[src/pkg/regbank_pkg.sv]
// Shared constants and carrier types for the status, pin routing and
// converter select register bank.
// Assumes one 40 MHz clock and a host on the serial peripheral port.
package regbank_pkg;

  // Register offsets on the serial port address space.
  localparam logic [6:0] OFF_STATUS = 7'h35;
  localparam logic [6:0] OFF_LEVELS = 7'h36;
  localparam logic [6:0] OFF_DRIVE = 7'h37;
  localparam logic [6:0] OFF_ROUTE0 = 7'h38;
  localparam logic [6:0] OFF_ROUTE1 = 7'h39;
  localparam logic [6:0] OFF_ROUTE2 = 7'h3a;
  localparam logic [6:0] OFF_ROUTE3 = 7'h3b;
  localparam logic [6:0] OFF_CONV = 7'h3c;

  // Status register bit positions.
  localparam int BIT_STARTED = 7;
  localparam int BIT_LOCK = 6;
  localparam int BIT_SLIP = 5;
  localparam int BIT_CARRIER = 4;
  localparam int BIT_FEI = 3;

  // Converter select field positions.
  localparam int REF_MSB = 7;
  localparam int REF_LSB = 5;
  localparam int IN_MSB = 3;

  // Values after reset.
  localparam logic [7:0] RST_DRIVE = 8'h00;
  localparam logic [6:0] RST_ROUTE0 = 7'h12;
  localparam logic [6:0] RST_ROUTE1 = 7'h13;
  localparam logic [6:0] RST_ROUTE2 = 7'h34;
  localparam logic [6:0] RST_ROUTE3 = 7'h14;
  localparam logic [2:0] RST_CONV_REF = 3'h0;
  localparam logic [3:0] RST_CONV_IN = 4'h0;

  // Serial command byte: bit 7 set means write, bits 6:0 the address.
  localparam int CMD_WRITE_BIT = 7;
  localparam logic [2:0] BIT_LAST = 3'h7;
  // Clocks after reset release before the start mode strap is caught.
  // The synchroniser shows its reset value for two edges, so the strap
  // is taken at the third edge.
  localparam logic [1:0] STRAP_DELAY = 2'h3;

  typedef struct packed {
    logic sclk;
    logic csn;
    logic mosi;
  } spi_pins_t;

  typedef struct packed {
    logic started_normal_flag;
    logic synth_in_lock;
    logic cycle_slip;
    logic carrier_sense_flag;
    logic freq_error_stable;
  } radio_flags_t;

  typedef struct packed {
    logic [1:0] pin_three_drive;
    logic [1:0] pin_two_drive;
    logic [1:0] pin_one_drive;
    logic [1:0] pin_zero_drive;
    logic [6:0] pin_three_route;
    logic [6:0] pin_two_route;
    logic [6:0] pin_one_route;
    logic [6:0] pin_zero_route;
  } pin_config_t;

  typedef struct packed {
    logic [2:0] reference_choice;
    logic [3:0] converter_input_choice;
  } converter_sel_t;

endpackage

[src/core/signal_sync.sv]
// Two flip-flop synchroniser for a group of asynchronous levels.
// Assumes each level holds for more than two clock periods.
`timescale 1ns/10ps
`default_nettype none
module signal_sync #(
  parameter int WIDTH = 12
) (
  // Clock and reset.
  input wire logic clock,
  input wire logic resetn,
  // Levels in and out.
  input wire logic [WIDTH-1:0] async_in,
  output var logic [WIDTH-1:0] sync_out
);

  logic [WIDTH-1:0] meta_reg;

  always_ff @(posedge clock or negedge resetn) begin
    if (!resetn) begin
      meta_reg <= '0;
      sync_out <= '0;
    end else begin
      meta_reg <= async_in;
      sync_out <= meta_reg;
    end
  end

endmodule
`default_nettype wire

[src/core/spi_byte_shifter.sv]
// Byte shifter of the serial peripheral port, mode 0, MSB first.
// Assumes synchronised, edge-detected serial clock inputs.
`timescale 1ns/10ps
`default_nettype none
module spi_byte_shifter (
  // Clock and reset.
  input wire logic clock,
  input wire logic resetn,
  // Serial side.
  input wire logic select,
  input wire logic sclk_rise,
  input wire logic sclk_fall,
  input wire logic mosi,
  output var logic miso,
  // Parallel side.
  input wire logic load,
  input wire logic [7:0] load_byte,
  output var logic byte_done,
  output var logic [7:0] rx_byte
);

  logic [2:0] cnt_reg;
  logic [2:0] cnt_next;
  logic [7:0] tx_reg;
  logic [7:0] tx_next;
  logic [7:0] rx_next;
  logic done_next;

  always_comb begin
    cnt_next = cnt_reg;
    tx_next = tx_reg;
    rx_next = rx_byte;
    done_next = 1'b0;
    if (!select) begin
      cnt_next = 3'h0;
    end else begin
      if (sclk_rise) begin
        rx_next = {rx_byte[6:0], mosi};
        cnt_next = cnt_reg + 3'h1;
        done_next = (cnt_reg == regbank_pkg::BIT_LAST);
      end
      // The falling edge that ends a byte must not shift the next one.
      if (sclk_fall && cnt_reg != 3'h0) begin
        tx_next = {tx_reg[6:0], 1'b0};
      end
    end
    if (load) begin
      tx_next = load_byte;
    end
  end

  always_ff @(posedge clock or negedge resetn) begin
    if (!resetn) begin
      cnt_reg <= 3'h0;
      tx_reg <= 8'h00;
      rx_byte <= 8'h00;
      byte_done <= 1'b0;
    end else begin
      cnt_reg <= cnt_next;
      tx_reg <= tx_next;
      rx_byte <= rx_next;
      byte_done <= done_next;
    end
  end

  assign miso = tx_reg[7];

endmodule
`default_nettype wire

[src/core/status_pin_mux_adc_select_regs.sv]
// Status, pin level, pin drive and routing, and converter select
// registers, reached over the serial peripheral port.
// Assumes an external tri-state buffer on the data out pin, a serial
// clock of at most one eighth of the 40 MHz clock, and slip pulses
// from the synthesizer longer than two clock periods.
//
// Summary of operation
// - Status bit 7: started normal, else backup.
// - Status bit 6: live synthesizer lock.
// - Status bit 5: slip sticky, cleared by read.
// - Status bit 4: live carrier sense.
// - Status bit 3: frequency error estimate stable.
// - Unused bits of these registers read zero.
// - Pin level bits 3:0 show sampled pins.
// - Two drive bits per pin, reset zero.
// - Seven route bits per pin, pin one 0x13.
// - Pin zero route resets to 0x12.
// - Pin two 0x34, pin three 0x14.
// - Converter reference select in bits 7:5.
// - Converter input select in bits 3:0.
// - Input codes seven to thirteen kept as written.
`timescale 1ns/10ps
`default_nettype none
module status_pin_mux_adc_select_regs (
  // Clock and reset.
  input wire logic clock,
  input wire logic resetn,
  // Serial peripheral port.
  input wire regbank_pkg::spi_pins_t spi_pins,
  output var logic spi_miso,
  output var logic spi_miso_oe,
  // Radio conditions and pin levels.
  input wire regbank_pkg::radio_flags_t radio_flags,
  input wire logic [3:0] pin_levels_in,
  // Settings driven to the pins and the converter.
  output var regbank_pkg::pin_config_t pin_config,
  output var regbank_pkg::converter_sel_t converter_sel
);
  import regbank_pkg::*;

  typedef enum logic [1:0] {ph_command, ph_write, ph_read} phase_t;

  // Synchronised inputs.
  spi_pins_t spi_s;
  radio_flags_t flags_s;
  logic [3:0] levels_s;

  // Chip select crosses inverted, so the synchroniser's reset value
  // reads as deselected and the data out pin stays released.
  signal_sync #(.WIDTH(12)) in_sync (
    .clock(clock),
    .resetn(resetn),
    .async_in({spi_pins.sclk, ~spi_pins.csn, spi_pins.mosi, radio_flags,
               pin_levels_in}),
    .sync_out({spi_s, flags_s, levels_s})
  );

  // Serial port control state.
  phase_t phase_reg;
  phase_t phase_next;
  logic [6:0] addr_reg;
  logic [6:0] addr_next;
  logic sclk_prev_reg;
  logic oe_next;
  logic select;
  logic sclk_rise;
  logic sclk_fall;
  logic load;
  logic [7:0] load_byte;
  logic [6:0] load_addr;
  logic byte_done;
  logic [7:0] rx_byte;
  logic write_en;

  // Status state.
  logic slip_reg;
  logic slip_next;
  logic slip_prev_reg;
  logic started_reg;
  logic started_next;
  logic [1:0] strap_cnt_reg;
  logic [1:0] strap_cnt_next;
  logic slip_event;
  logic status_read;

  // Settings state.
  logic [7:0] drive_reg;
  logic [7:0] drive_next;
  logic [6:0] route_reg [4];
  logic [6:0] route_next [4];
  converter_sel_t conv_reg;
  converter_sel_t conv_next;
  logic [1:0] route_idx;

  // Read value of any address; unmapped addresses read zero.
  function automatic logic [7:0] read_value(input logic [6:0] a);
    logic [7:0] v;
    v = 8'h00;
    unique case (a)
      OFF_STATUS: begin
        v[BIT_STARTED] = started_reg;
        v[BIT_LOCK] = flags_s.synth_in_lock;
        v[BIT_SLIP] = slip_reg;
        v[BIT_CARRIER] = flags_s.carrier_sense_flag;
        v[BIT_FEI] = flags_s.freq_error_stable;
      end
      OFF_LEVELS: v = {4'h0, levels_s};
      OFF_DRIVE: v = drive_reg;
      OFF_ROUTE0, OFF_ROUTE1, OFF_ROUTE2, OFF_ROUTE3: begin
        v = {1'b0, route_reg[2'(a - OFF_ROUTE0)]};
      end
      // Converter select bit 4 reads zero.
      OFF_CONV: begin
        v = {conv_reg.reference_choice, 1'b0,
             conv_reg.converter_input_choice};
      end
      default: v = 8'h00;
    endcase
    return v;
  endfunction

  assign select = spi_s.csn;
  assign sclk_rise = spi_s.sclk & ~sclk_prev_reg;
  assign sclk_fall = ~spi_s.sclk & sclk_prev_reg;

  spi_byte_shifter shifter (
    .clock(clock),
    .resetn(resetn),
    .select(select),
    .sclk_rise(sclk_rise),
    .sclk_fall(sclk_fall),
    .mosi(spi_s.mosi),
    .miso(spi_miso),
    .load(load),
    .load_byte(load_byte),
    .byte_done(byte_done),
    .rx_byte(rx_byte)
  );

  // Command byte picks direction and start address; the address then
  // advances by one for every data byte of a burst.
  always_comb begin
    phase_next = phase_reg;
    addr_next = addr_reg;
    load = 1'b0;
    load_addr = addr_reg;
    write_en = 1'b0;
    oe_next = select;
    if (!select) begin
      phase_next = ph_command;
    end else if (byte_done) begin
      unique case (phase_reg)
        ph_command: begin
          if (rx_byte[CMD_WRITE_BIT]) begin
            phase_next = ph_write;
            addr_next = rx_byte[6:0];
          end else begin
            phase_next = ph_read;
            load = 1'b1;
            load_addr = rx_byte[6:0];
            addr_next = rx_byte[6:0] + 7'h01;
          end
        end
        ph_write: begin
          write_en = 1'b1;
          addr_next = addr_reg + 7'h01;
        end
        ph_read: begin
          load = 1'b1;
          addr_next = addr_reg + 7'h01;
        end
      endcase
    end
  end

  // A process, so that changes of the registers read inside the
  // function also update the byte.
  always_comb begin
    load_byte = read_value(load_addr);
  end

  always_ff @(posedge clock or negedge resetn) begin
    if (!resetn) begin
      phase_reg <= ph_command;
      addr_reg <= 7'h00;
      sclk_prev_reg <= 1'b0;
      spi_miso_oe <= 1'b0;
    end else begin
      phase_reg <= phase_next;
      addr_reg <= addr_next;
      sclk_prev_reg <= spi_s.sclk;
      spi_miso_oe <= oe_next;
    end
  end

  assign slip_event = flags_s.cycle_slip & ~slip_prev_reg;
  assign status_read = load && (load_addr == OFF_STATUS);

  always_comb begin
    slip_next = slip_reg;
    started_next = started_reg;
    strap_cnt_next = strap_cnt_reg;
    // Read clears the slip flag; a new slip wins.
    if (status_read) begin
      slip_next = 1'b0;
    end
    if (slip_event) begin
      slip_next = 1'b1;
    end
    // Catch the start mode once after reset.
    if (strap_cnt_reg != STRAP_DELAY) begin
      strap_cnt_next = strap_cnt_reg + 2'h1;
    end
    if (strap_cnt_reg == STRAP_DELAY - 2'h1) begin
      started_next = flags_s.started_normal_flag;
    end
  end

  always_ff @(posedge clock or negedge resetn) begin
    if (!resetn) begin
      slip_reg <= 1'b0;
      slip_prev_reg <= 1'b0;
      started_reg <= 1'b0;
      strap_cnt_reg <= 2'h0;
    end else begin
      slip_reg <= slip_next;
      slip_prev_reg <= flags_s.cycle_slip;
      started_reg <= started_next;
      strap_cnt_reg <= strap_cnt_next;
    end
  end

  assign route_idx = 2'(addr_reg - OFF_ROUTE0);

  // Read-only writes dropped.
  // Only writable fields are stored; other addresses and bits drop.
  always_comb begin
    drive_next = drive_reg;
    conv_next = conv_reg;
    for (int i = 0; i < 4; i++) begin
      route_next[i] = route_reg[i];
    end
    if (write_en) begin
      if (addr_reg == OFF_DRIVE) begin
        drive_next = rx_byte;
      end
      if (addr_reg >= OFF_ROUTE0 && addr_reg <= OFF_ROUTE3) begin
        route_next[route_idx] = rx_byte[6:0];
      end
      if (addr_reg == OFF_CONV) begin
        conv_next.reference_choice = rx_byte[REF_MSB:REF_LSB];
        conv_next.converter_input_choice = rx_byte[IN_MSB:0];
      end
    end
  end

  always_ff @(posedge clock or negedge resetn) begin
    if (!resetn) begin
      drive_reg <= RST_DRIVE;
      route_reg[0] <= RST_ROUTE0;
      route_reg[1] <= RST_ROUTE1;
      route_reg[2] <= RST_ROUTE2;
      route_reg[3] <= RST_ROUTE3;
      conv_reg <= '{RST_CONV_REF, RST_CONV_IN};
    end else begin
      drive_reg <= drive_next;
      for (int i = 0; i < 4; i++) begin
        route_reg[i] <= route_next[i];
      end
      conv_reg <= conv_next;
    end
  end

  assign pin_config = {drive_reg, route_reg[3], route_reg[2],
                       route_reg[1], route_reg[0]};
  assign converter_sel = conv_reg;
endmodule
`default_nettype wire

[config.mk]
export PLATFORM = sky130hd
export DESIGN_NAME = status_pin_mux_adc_select_regs
export DESIGN_NICKNAME = d
export VERILOG_FILES = /design/src/pkg/regbank_pkg.sv /design/src/core/signal_sync.sv /design/src/core/spi_byte_shifter.sv /design/src/core/status_pin_mux_adc_select_regs.sv
export SDC_FILE = /design/constraint.sdc
export NUM_CORES = 1
export LEC_CHECK = 0
export ABC_CLOCK_PERIOD_IN_PS = 3250
export BUFFER_PORTS_ARGS = -buffer_cell sky130_fd_sc_hd__buf_2
export CORE_ASPECT_RATIO = 0.5
export CORE_MARGIN = 3
export CORE_UTILIZATION = 58
export CTS_BUF_LIST = sky130_fd_sc_hd__clkbuf_4 sky130_fd_sc_hd__clkbuf_8 sky130_fd_sc_hd__clkbuf_16
export DETAILED_ROUTE_END_ITERATION = 8
export MAX_ROUTING_LAYER = met4
export PLACE_DENSITY = 0.87
export SLEW_MARGIN = 20
export SYNTH_ARGS = -nofsm -noshare
export SYNTH_HDL_FRONTEND = slang
export SYNTH_HIERARCHICAL = 1
export SYNTH_SLANG_ARGS = --single-unit
[constraint.sdc]
create_clock -name clock -period 3.25 [get_ports clock]
set_input_delay 0.65 -clock clock [delete_from_list [all_inputs] [get_ports clock]]
set_output_delay 0.65 -clock clock [all_outputs]
set_load 0.02 [all_outputs]
; Word level (Yosys, flattened, before mapping)
; Index checks and enable logic that the tools add are counted.
[totals]
reg_bits = 103
word_cells = 111
[classes]
magnitude_cmp = 5
eq_ne = 18
add_sub_neg = 6
bitwise = 9
n_reduce_logical = 18
muxes = 34
[ops]
columns = operator, count
row1 = $eq A7 B6 Y1 const B, 10
row2 = $mux W7, 8
row3 = $bwmux W28, 1
row4 = $pmux W5 S5, 1
row5 = $mux W8, 3
row6 = $add A7 B1 Y7 const B, 2
row7 = $bmux W7 S2, 1
row8 = $demux W7 S2, 1
row9 = $pmux W7 S2, 1
row10 = $reduce_and A2 Y1, 7
row11 = $pmux W3 S4, 1
row12 = $mux W1, 10
row13 = $mux W2, 4
row14 = $ge A7 B6 Y1 const B, 1
row15 = $le A7 B6 Y1 const B, 1
row16 = $ge A3 B3 Y1 const B, 2
row17 = $mux W3, 2
row18 = $ne A2 B2 Y1 const B, 3
row19 = $not A2 Y3, 2
row20 = $reduce_bool A2 Y1, 3
row21 = $eq A2 B2 Y1 const B, 2
row22 = $logic_and A1 B1 Y1, 4
row23 = $not A1 Y1, 4
row24 = $reduce_or A4 Y1, 1
row25 = 12 further kinds, 15

; Longest topological paths before layout
; Gate-level depths: netlist of the first run.
[logic_depth]
word_depth = 11
mapped_depth = 10

; Cells and area by module
; Netlist of the first run, hierarchy kept.
[modules_own_cells]
columns = module, area_per_inst_um2, n_inst, seq_area_each_um2, cells_each
row1 = status_pin_mux_adc_select_regs, 3283.1, 1, 1488.9, 297
row2 = spi_byte_shifter, 910.9, 1, 500.5, 72
row3 = signal_sync, 600.6, 1, 600.6, 24

; Worst setup path before layout of the first run
; Ideal clock, no wire load.
[synth_path]
path_kind = flip-flop to flip-flop
startpoint = register phase_reg[0]
endpoint = register shifter.tx_reg[3]
period_less_slack_ps = 2440
setup_slack_ps = 810
path_buffers = 1
path_stages_with_launch = 9
t_arrival_ps = 2314
setup_time_ps = 126
path_cell_list = dfrtp_1 > inv_1 > ha_1 > and4b_1 > buf_4 > mux2i_4 > mux4_2 > a221o_1 > a221o_1
[synth_via]
elab_chain_cells = 11
[synth_lines]
columns = element, line_no
row1 = "start, declared", status_pin_mux_adc_select_regs.sv:59  ; phase_t phase_reg;
row2 = "start signal, assigned", status_pin_mux_adc_select_regs.sv:184  ; phase_reg <= ph_command;
row3 = "start signal, assigned", status_pin_mux_adc_select_regs.sv:189  ; phase_reg <= phase_next;
row4 = $logic_not A2 Y1 *, status_pin_mux_adc_select_regs.sv:152  ; unique case (phase_reg)
row5 = $mux W7 *, status_pin_mux_adc_select_regs.sv:152
row6 = $mux W7 *, status_pin_mux_adc_select_regs.sv:151  ; end else if (byte_done) begin
row7 = $mux W7 *, status_pin_mux_adc_select_regs.sv:149  ; if (!select) begin
row8 = $sub A2 B1 Y2, status_pin_mux_adc_select_regs.sv:110  ; v = {1'b0, route_reg[2'(a - OFF_ROUTE0)]};
row9 = $not A2 Y3 (implied by the code), status_pin_mux_adc_select_regs.sv:110
row10 = $bmux W7 S2, status_pin_mux_adc_select_regs.sv:110
row11 = $mux W7 (implied by the code) (2 in series), status_pin_mux_adc_select_regs.sv:110
row12 = $pmux W5 S5 *, status_pin_mux_adc_select_regs.sv:99  ; unique case (a)
row13 = via load_byte[3], status_pin_mux_adc_select_regs.sv:69  ; logic [7:0] load_byte;
row14 = $mux W8 *, spi_byte_shifter.sv:47  ; if (load) begin
row15 = "end signal, assigned", spi_byte_shifter.sv:60  ; tx_reg <= tx_next;
row16 = "end, declared", spi_byte_shifter.sv:24  ; logic [7:0] tx_reg;
; Mark *: on every way through the listed nets, which the timed path passes. The rest lies on a longest branch. The select of a mux whose other input is x is not followed.
; A chain may end at the register's enable or synchronous reset.

; Worst setup path after layout of the first run
[layout_path]
startpoint = register phase_reg[1]
endpoint = register shifter.tx_reg[5]
; The elaborated chain is that of the path after synthesis.

==> impl_metrics.csv, run 1 <==
group,metric,value,unit
sta,final_number_of_setup_violating_endpoints,0,
worst_setup_path,worst_setup_path_end_kind,"flop",
detailed_routing,postRouteWirelength,11160,um
global_routing,global_route_wire_length_before_repair,18060,um
clocking,clock_tree.root_cell,"clkbuf_16",
layout,largest_register_ffs,28,
layout,final_layout_size_suffix_gt1_frac,0.3282,
synth,synth_fa_ha_area_frac,0.03392,
clocking,cts_htree_levels,3,
synth,post_synth_num_cell_types,51,
placement,placement.setup.worst_slack,0.5348,ns
detailed_routing,antenna_violation_net_count_after_detailed_routing,0,
detailed_routing,detailroute.via_count,3441,
layout,layout-area-overhead-vs-synth,14.48,%
layout,finalCoreUtilization,0.7147,
detailed_routing,drc_errors,0,
global_routing,grt_max_degree,80,
layout,final_area,5489,sq um
sta,timing_worst_slew_pin_value,0.7909,ns
synth,async_flop_share,1.000,
clocking,postCtsResizedCells,0,
global_routing,antenna_found_initial,0,
synth,synth_nets,420,
synth,post_synthesis_sequential_element_count,103,
placement,dpl.hpwl,7736,um
detailed_routing,detailedRoute.firstPassIterationCount,6,
detailed_routing,drtIter0Drc,357,
clocking,clock_path_buffers,2,
power_and_ir_drop,leakage_dissipation,0.002654,uW
run,max_cap_violations,0,
global_routing,grt-ovfl-total,0,
worst_setup_path,setup.worst_path.class,"flop to flop",
sta,hold_violations,0,
detailed_routing,avgViaCountPerCell,6.156,
detailed_routing,wl_met2,4951,um
synth,synth_compound_area_frac,0.08977,
layout,multi_input_area,2063,sq um
die,rows,22,
worst_setup_path,worstPathMaxFanout,11,
sta,period_needed,2.735,ns
die,initial_utilization,0.6243,
sta,tns,0,ns
synth,synthesis.instances,393,
synth,dominant_combinational_cell_family_by_area_after_synthesis,"multiplexers",
detailed_routing,detail_route_met3_wl,1057,um
clocking,cts_hold_buf,0,
run_status,outcome,"finished, final reports clean",
synth,post_synth_edffs,0,
die,placeableCoreArea,7680,sq um
global_routing,vias_in_the_first_global_route,3286,
worst_setup_path,critPathLaunchType,"flop",
synth,synthSimpleGateAreaFrac,0.1187,
sta,drv_slew,0,
worst_setup_path,worstPathArrival,2.97,ns
global_routing,grt_util_all_layers,0.2567,
placement,place_area,5172,sq um
hold_path,min_path_type,"input port to asynchronous set/reset pin",
sta,headroom_to_the_max_slew_limit,0.4716,
power_and_ir_drop,report.power.total,2876,uW
layout,num-nets-final,473,
synth,post_synth_instance_area,4795,sq um
power_and_ir_drop,vdd.ir_drop.worst,0.4452,mV
clocking,clock_latency,0.35,ns
die,die_area,9460,sq um
die,chipHeight,70.29,um
synth,synth_top_area_share,0.4854,
layout,fillers,485,
detailed_routing,top_layer_used,"met4",
synth,yosys_warnings,6,
sta,finalCritPeriodShare,0.8417,
synth,xor_xnor_share_of_the_synthesized_area,0.01461,
detailed_routing,detail_route.wirelength.met1,4994,um
sta,clock_skew,0.004470,ns
placement,gp_congestion,0.9580,
power_and_ir_drop,powerDensity,523.9,nW/um^2
sta,grt_setup_unrepaired,"false",
sta,postLayoutSetupSlackWorst,0.5145,ns
detailed_routing,drt-wirelength-per-cell,19.96,um
synth,synthesis.area_per_instance,12.20,sq um
die,die_w,134.6,um
layout,ff_latch_area,2590,sq um
clocking,cts.clk_slew.worst_paths,0.07,ns
placement,port-buffer-count,58,
clocking,cts_tree,"built",
synth,post-synth-top-area-cell,"dfrtp_1",
synth,synth_mux_area_frac,0.1733,
die,ioPinCount,59,
layout,diodes,0,
clocking,post_cts_buffers,0,
synth,synth.yosys.seq_area_share,0.5402,
clocking,clock_sinks,103,
synth,synthFlopType,"dfrtp_1",
synth,synth_top_cells_by_area,"dfrtp_1 49%, mux2_2 12%, dfstp_2 5.5%",
clocking,cts_made_buffers,9,
worst_setup_path,cp_data_required_time,3.48,ns
sta,max_freq,365.6,MHz
[per-stage QoR]
stage	std cells	hold WS, ns
final	559	0.1836
after global routing	559	0.1918
after CTS	559	0.1889
after detailed placement	543	0.3347
after global placement	543	0.3318
after floorplan	393	0.3312
[cell usage in the layout, fill, tap and decap left out, types with 2 or more instances in the layout]
master and instances:
and4b_1 2, buf_2 57, o22a_1 5, dfstp_2 10, o22ai_1 6, mux2_2 52, and3_1 3, nand2_1 34
nand4_1 2, dfrtp_1 93, clkbuf_16 9, nand3b_1 4, nand2b_1 3, ha_1 13, xnor2_1 6, o31ai_1 2
inv_8 2, nor2_1 6, nor3b_1 6, a21oi_1 14, o21ai_0 15, a211o_1 4, nor2b_1 13, a2bb2oi_1 2
a221o_1 8, and3b_1 2, nand3_1 13, and2_1 3, inv_1 13, mux2i_1 17, buf_4 4, xor2_1 2
clkinvlp_4 3, mux2_4 2
[power breakdown]
part	internal [uW]	switching [uW]
registers	1340	195
logic	121	100
clock network	614	508
total	2070	804
[critical path, stage by stage (launching register included)]
cell	delay, ns
dfrtp_1	0.40
inv_1	0.11
ha_1	0.28
nand4b_4	0.21
mux2_4	0.45
mux2_4	0.32
a222oi_1	0.34
o211ai_1	0.14
a221o_1	0.37
[Yosys cell counts (2+ instances only)]
cell type   n
xnor2_1     6
nand4_1     2
buf_2       5
a221o_1     8
and3b_1     2
ha_1       13
a2bb2oi_1   2
and2_1      3
o21ai_0    15
nor2_1      6
o22ai_1     6
clkbuf_1   13
nand2_1    34
inv_1      13
o31ai_1     2
and3_1      3
mux2_4      2
a21oi_1    14
nor3b_1     6
and4b_1     2
mux2_2     52
dfrtp_1    93
dfstp_2    10
o22a_1      5
nand3_1    13
nand2b_1    3
mux2i_1    17
a211o_1     4
xor2_1      2
nand3b_1    4
nor2b_1    13
[worst paths after layout]
kind | slack (ns) | start | endpoint | cells after the start
worst max-delay path | 0.51 | phase_reg[1] | shifter/tx_reg[5] | 8
worst min-delay path | 0.18 | resetn | in_sync/sync_out[9] | 1
worst max register to register | 0.51 | phase_reg[1] | shifter/tx_reg[5] | 8
worst min register to register | 0.35 | in_sync/meta_reg[10] | in_sync/sync_out[10] | 0
max in group asynchronous | 2.33 | resetn | pin_config[23] | 2
min in group clock | 0.35 | in_sync/meta_reg[10] | in_sync/sync_out[10] | 0
[logic make-up after synthesis]
group,count (synthesis)
compound gates,63
xor+xnor,8
fa+ha+maj,13
buf+inv,33
flops,103
mux,73
simple gates,100
[layer usage]
metal,up-vias,GRT usage
met5,-,-
met4,0,0.07223
met3,16,0.06691
met2,167,0.3482
met1,1736,0.3811
li1,1522,-
[area by class of cell]
type                            count  share of cell area
Sequential cell                   103              0.4718
Tap cell                          108             0.02462
Multi-Input combinational cell    257              0.3759
Clock buffer                        9             0.04103
Timing Repair Buffer               62             0.06109
Inverter                           13            0.008890
Clock inverter                      7             0.01664
Power figures use the tool's default switching activity.
==> run 2, diff against run 1 <==
- ABC_AREA: default -> 1
- ABC_CLOCK_PERIOD_IN_PS: 3250 -> 2700
- clock period: 3.25 -> 2.7 ns (I/O delays scaled with it)
==> impl_metrics.csv, run 2 <==
group,metric,value,unit
detailed_routing,drc_errors,0,
clocking,cts_htree_levels,3,
sta,clock_skew,0.005436,ns
sta,timing_worst_slew_pin_value,0.5972,ns
clocking,clock_latency,0.35,ns
synth,post_synth_instance_area,4843,sq um
synth,post_synth_edffs,0,
worst_setup_path,worst_setup_path_end_kind,"flop",
detailed_routing,drtIter0Drc,476,
sta,period_needed,2.445,ns
synth,synth_fa_ha_area_frac,0.03358,
run,max_cap_violations,0,
detailed_routing,postRouteWirelength,11810,um
synth,synth_mux_area_frac,0.002325,
synth,synth.yosys.seq_area_share,0.5347,
synth,post-synth-top-area-cell,"dfrtp_1",
layout,largest_register_ffs,28,
global_routing,antenna_found_initial,0,
layout,most-common-layout-cells,"180 x nand2_1, 93 x dfrtp_1, 63 x nand3_1, 57 x buf_2, 56 x o21ai_0",
global_routing,grt_util_all_layers,0.2675,
clocking,cts_tree,"built",
power_and_ir_drop,power.share.clock,0.413,
layout,most_common_cell_after_layout_fill_and_taps_aside,"nand2_1",
worst_setup_path,worstPathArrival,2.73,ns
synth,synthesis.area_per_instance,8.664,sq um
synth,synth_compound_area_frac,0.09403,
global_routing,grt_max_degree,46,
die,initial_utilization,0.6284,
power_and_ir_drop,power.internal,2422,uW
worst_setup_path,cp_data_required_time,2.99,ns
placement,port-buffer-count,58,
synth,async_flop_share,1.000,
sta,drv_slew,0,
layout,diodes,0,
clocking,clock_tree.root_cell,"clkbuf_16",
detailed_routing,detailedRoute.firstPassIterationCount,6,
synth,synth_top_area_share,0.4805,
synth,xor_xnor_share_of_the_synthesized_area,0.005425,
die,ioPinCount,59,
sta,headroom_to_the_max_slew_limit,0.6007,
clocking,clock_path_buffers,2,
detailed_routing,antenna_violation_net_count_after_detailed_routing,0,
layout,layout-area-overhead-vs-synth,13.90,%
clocking,cts_hold_buf,0,
clocking,cts_made_buffers,9,
worst_setup_path,critPathLaunchType,"flop",
die,placeableCoreArea,7707,sq um
clocking,postCtsResizedCells,0,
worst_setup_path,setup.worst_path.class,"flop to flop",
synth,post_synth_num_cell_types,30,
hold_path,min_path_type,"input port to asynchronous set/reset pin",
sta,max_freq,409.0,MHz
power_and_ir_drop,power_frac_seq,0.510,
sta,tns,0,ns
layout,final_layout_size_suffix_gt1_frac,0.1897,
synth,synthSimpleGateAreaFrac,0.2707,
synth,synth_nets,586,
detailed_routing,drt-wirelength-per-cell,16.18,um
power_and_ir_drop,switching_share,0.2530,
global_routing,vias_in_the_first_global_route,3728,
die,die_area,9550,sq um
synth,synth_top_cells_by_area,"dfrtp_1 48%, nand2_1 14%, nand3_1 6.5%",
synth,synth_most_common_cell,"nand2_1",
synth,dominant_combinational_cell_family_by_area_after_synthesis,"simple AND/OR/NAND/NOR gates",
clocking,post_cts_buffers,0,
detailed_routing,detailroute.via_count,4178,
synth,post_synthesis_sequential_element_count,103,
layout,num-nets-final,644,
die,die_w,135.2,um
global_routing,global_route_wire_length_before_repair,19200,um
clocking,clock_sinks,103,
sta,grt_setup_unrepaired,"false",
global_routing,grt-ovfl-total,0,
clocking,cts.clk_slew.worst_paths,0.07,ns
placement,gp_congestion,0.9607,
detailed_routing,avgViaCountPerCell,5.723,
placement,dpl.hpwl,8533,um
power_and_ir_drop,report.power.total,3242,uW
synth,synthesis.instances,559,
die,chipHeight,70.62,um
power_and_ir_drop,powerDensity,587.7,nW/um^2
synth,synth.top_cells.by_count,"180 x nand2_1, 93 x dfrtp_1, 63 x nand3_1",
power_and_ir_drop,leakage_dissipation,0.002864,uW
power_and_ir_drop,comb_power_share,0.077,
synth,synthFlopType,"dfrtp_1",
die,rows,22,
sta,finalCritPeriodShare,0.9056,
run_status,outcome,"finished, final reports clean",
worst_setup_path,worstPathMaxFanout,14,
power_and_ir_drop,vdd.ir_drop.worst,0.4132,mV
synth,yosys_warnings,6,
sta,hold_violations,0,
sta,final_number_of_setup_violating_endpoints,0,
power_and_ir_drop,p_sw,820.1,uW
## run 2: path summary, 6_finish.rpt
kind | startpoint | to | slack (ns) | cells past startpoint
min in group clock | radio_flags[3] | in_sync/meta_reg[7] | 0.29 | 1
max in group asynchronous | resetn | pin_config[25] | 1.83 | 2
max reg2reg | phase_reg[0] | shifter/tx_reg[6] | 0.25 | 14
min reg2reg | in_sync/meta_reg[6] | in_sync/sync_out[6] | 0.35 | 0
max | phase_reg[0] | shifter/tx_reg[6] | 0.25 | 14
min | resetn | in_sync/meta_reg[10] | 0.1 | 1
## run 2: power by group through the flow
stage | Sequential [uW] | Clock (uW) | Combinational [uW]
floorplan | 1660 | 0 | 133
global placement | 1680 | 0 | 240
detailed placement | 1680 | 0 | 245
CTS | 1650 | 1350 | 249
global route | 1660 | 1430 | 276
finish | 1650 | 1340 | 251
## run 2: stage by stage
step | hold WS (ns) | cells | util | instance area, sq um | setup slack, ns
finish | 0.09579 | 730 | 0.7157 | 5517 | 0.2550
floorplan | 0.2444 | 559 | - | 4843 | 0.7870
global placement | 0.3320 | 714 | 0.6758 | 5209 | 0.4848
CTS | 0.1047 | 730 | 0.7157 | 5517 | 0.3346
global route | 0.1109 | 730 | 0.7157 | 5517 | 0.07408
detailed placement | 0.3358 | 714 | 0.6758 | 5209 | 0.3610
## run 2: area by class of cell
cell class | count | area, sq um
inverters | 45 | 181.4
clock inverters | 5 | 61.31
multi-input cells | 396 | 1967
repair buffers | 62 | 335.3
flip-flops and latches | 103 | 2590
clock buffers | 11 | 246.5
well taps | 108 | 135.1
fillers | 575 | 2191
## run 2: cells by family (layout without fill, tap and decap cells)
logic type,Yosys count,count (layout)
compound gates,82,82
xor+xnor,3,3
simple gates,297,297
buf+inv,60,123
mux,1,1
flops,103,103
fa+ha+maj,13,13
## run 2: per-layer routing
metal  vias to the layer above  routed length [um]  share of wire  track usage
li1                       1938                   -              -            -
met1                      1969                5225           0.44       0.3851
met2                       232                5140           0.44       0.3800
met3                        39                1187           0.10      0.06889
met4                         0                 258          0.022      0.07263
met5                         -                   0              0            -
## run 2: worst max-delay path, cell delays in order, from the launching register on
cell and delay, ns:
dfrtp_1 0.39, inv_1 0.10, ha_1 0.20, inv_1 0.08, nor2_4 0.11, nand2_4 0.15
o21ai_2 0.31, nand2_1 0.09, nor2_1 0.43, nand2_1 0.13, nand4_1 0.10, nand2_1 0.07
nand2_1 0.09, nand2_1 0.05, nand2_1 0.06
==> run 3, diff against run 2 <==
- RECOVER_POWER: default -> 100
==> impl_metrics.csv, run 3 (synthesis gave the netlist of run 2 again) <==
group,metric,value,unit
worst_setup_path,setup.worst_path.class,"flop to flop",
clocking,clock_sinks,103,
sta,clock_skew,0.005552,ns
worst_setup_path,critPathLaunchType,"flop",
sta,timing_worst_slew_pin_value,1.446,ns
worst_setup_path,crit_buf_inv,2,
placement,gp_congestion,0.9607,
detailed_routing,drtIter0Drc,507,
worst_setup_path,worst-r2r-setup-slack,0.24,ns
power_and_ir_drop,power.share.clock,0.415,
clocking,clock_latency,0.35,ns
worst_setup_path,max_stage_delay,0.43,ns
layout,final_layout_size_suffix_gt1_frac,0.1061,
worst_setup_path,crit_path_frequent_cell,"nand2_1",
power_and_ir_drop,leakage_dissipation,0.002656,uW
clocking,cts_made_buffers,9,
detailed_routing,postRouteWirelength,11880,um
sta,headroom_to_the_max_slew_limit,0.03603,
sta,tns,0,ns
detailed_routing,detail_route.wirelength.met1,5401,um
detailed_routing,detail_route_met3_wl,1100,um
worst_setup_path,cp_data_required_time,2.99,ns
global_routing,grt-ovfl-total,0,
layout,most-common-layout-cells,"181 x nand2_1, 93 x dfrtp_1, 63 x nand3_1, 57 x o21ai_0, 48 x clkbuf_1",
worst_setup_path,worstPathArrival,2.75,ns
power_and_ir_drop,power_frac_seq,0.510,
die,chipHeight,70.62,um
sta,holdWs,0.2907,ns
die,die_area,9550,sq um
placement,port-buffer-count,58,
sta,max_freq,406.6,MHz
layout,layout-area-overhead-vs-synth,12.27,%
clocking,cts_tree,"built",
detailed_routing,wl_met2,5137,um
detailed_routing,antenna_violation_net_count_after_detailed_routing,0,
detailed_routing,drt-wirelength-per-cell,16.28,um
detailed_routing,avgViaCountPerCell,5.686,
sta,final_number_of_setup_violating_endpoints,0,
sta,period_needed,2.459,ns
clocking,cts_hold_buf,0,
worst_setup_path,worstPathMaxFanout,14,
clocking,clock_path_buffers,2,
hold_path,min_path_type,"input port to flop",
worst_setup_path,crit_slowest_cell,"nor2_1",
layout,largest_register_ffs,28,
sta,finalCritPeriodShare,0.9109,
power_and_ir_drop,power.internal,2417,uW
clocking,postCtsResizedCells,0,
power_and_ir_drop,switching_share,0.2543,
sta,grt_setup_unrepaired,"false",
power_and_ir_drop,vdd.ir_drop.worst,0.4110,mV
sta,hold_violations,0,
global_routing,grt_max_degree,46,
layout,most_common_cell_after_layout_fill_and_taps_aside,"nand2_1",
run_status,outcome,"finished, final reports clean",
die,ioPinCount,59,
layout,num-nets-final,644,
detailed_routing,detailedRoute.firstPassIterationCount,6,
global_routing,grt_util_all_layers,0.2675,
worst_setup_path,cpLargestDelayFamily,"simple AND/OR/NAND/NOR gates",
die,rows,22,
global_routing,vias_in_the_first_global_route,3728,
power_and_ir_drop,powerDensity,595.9,nW/um^2
detailed_routing,drc_errors,0,
placement,place_inst,714,
clocking,cts.clk_slew.worst_paths,0.07,ns
global_routing,global_route_wire_length_before_repair,19200,um
run,max_cap_violations,0,
worst_setup_path,worst_setup_path_end_kind,"flop",
layout,diodes,0,
placement,dpl.hpwl,8533,um
layout,fillers,614,
sta,drv_slew,0,
detailed_routing,detailroute.via_count,4151,
power_and_ir_drop,comb_power_share,0.075,
power_and_ir_drop,report.power.total,3240,uW
clocking,clock_tree.root_cell,"clkbuf_16",
layout,layout.cells.non_filler,730,
detailed_routing,top_layer_used,"met4",
clocking,post_cts_buffers,0,
power_and_ir_drop,p_sw,823.9,uW
die,placeableCoreArea,7707,sq um
worst_setup_path,cp_cell_sequence,"inv_1 > ha_1 > inv_1 > nor2_4 > nand2_4 > o21ai_2 > nand2_1 > nor2_1 > nand2_1 > nand4_1 > nand2_1 > nand2_1 > nand2_1 > nand2_1",
clocking,cts_htree_levels,3,
die,die_w,135.2,um
global_routing,antenna_found_initial,0,
die,initial_utilization,0.6284,
[run 3: cell count changes in the layout (fill, tap and decap cells not counted)]
cell      previous run  this run
buf_2               57        12
clkbuf_2             0         1
inv_2                2         1
nand2_1            180       181
nor2_1              22        23
nor2_2               5         4
o21ai_0             56        57
nand2_2              8         7
o21ai_2              2         1
inv_1               41        42
buf_4                4         0
clkbuf_1             0        48
[run 3: worst paths after layout]
check                                       end           startpoint  cells after the start
max in group asynchronous        pin_config[24]               resetn                      2
min in group asynchronous  in_sync/meta_reg[10]               resetn                      1
setup / recovery              shifter/tx_reg[6]         phase_reg[0]                     14
hold / removal              in_sync/meta_reg[7]       radio_flags[3]                      1
hold reg to reg             in_sync/sync_out[6]  in_sync/meta_reg[6]                      0
setup reg to reg              shifter/tx_reg[6]         phase_reg[0]                     14
[run 3: through the flow]
stage | setup slack, ns | instance area (sq um) | utilization
6_report | 0.2407 | 5438 | 0.7055
3_5_place_dp | 0.3610 | 5209 | 0.6758
2_1_floorplan | 0.7870 | 4843 | -
4_1_cts | 0.3346 | 5517 | 0.7157
5_1_grt | 0.07408 | 5438 | 0.7055
3_3_place_gp | 0.4848 | 5209 | 0.6758
[run 3: area by class of cell]
cell class,instances,area [sq um],area share
clock buffers,11,246.5,0.04533
clock inverters,5,61.31,0.01127
flip-flops and latches,103,2590,0.4763
inverters,45,181.4,0.03336
multi-input cells,396,1958,0.3601
well taps,108,135.1,0.02485
repair buffers,62,265.3,0.04878
[run 3: per-layer routing]
layer	vias up	GRT usage
met5	-	-
met4	0	0.07263
met3	36	0.06889
met2	215	0.3800
met1	1960	0.3851
li1	1940	-
[run 3: power groups by stage]
stage	clock [uW]	combinational, uW	sequential, uW
final	1350	244	1650
after global routing	1430	269	1660
after CTS	1350	249	1650
after detailed placement	0	245	1680
after global placement	0	240	1680
after floorplan	0	133	1660
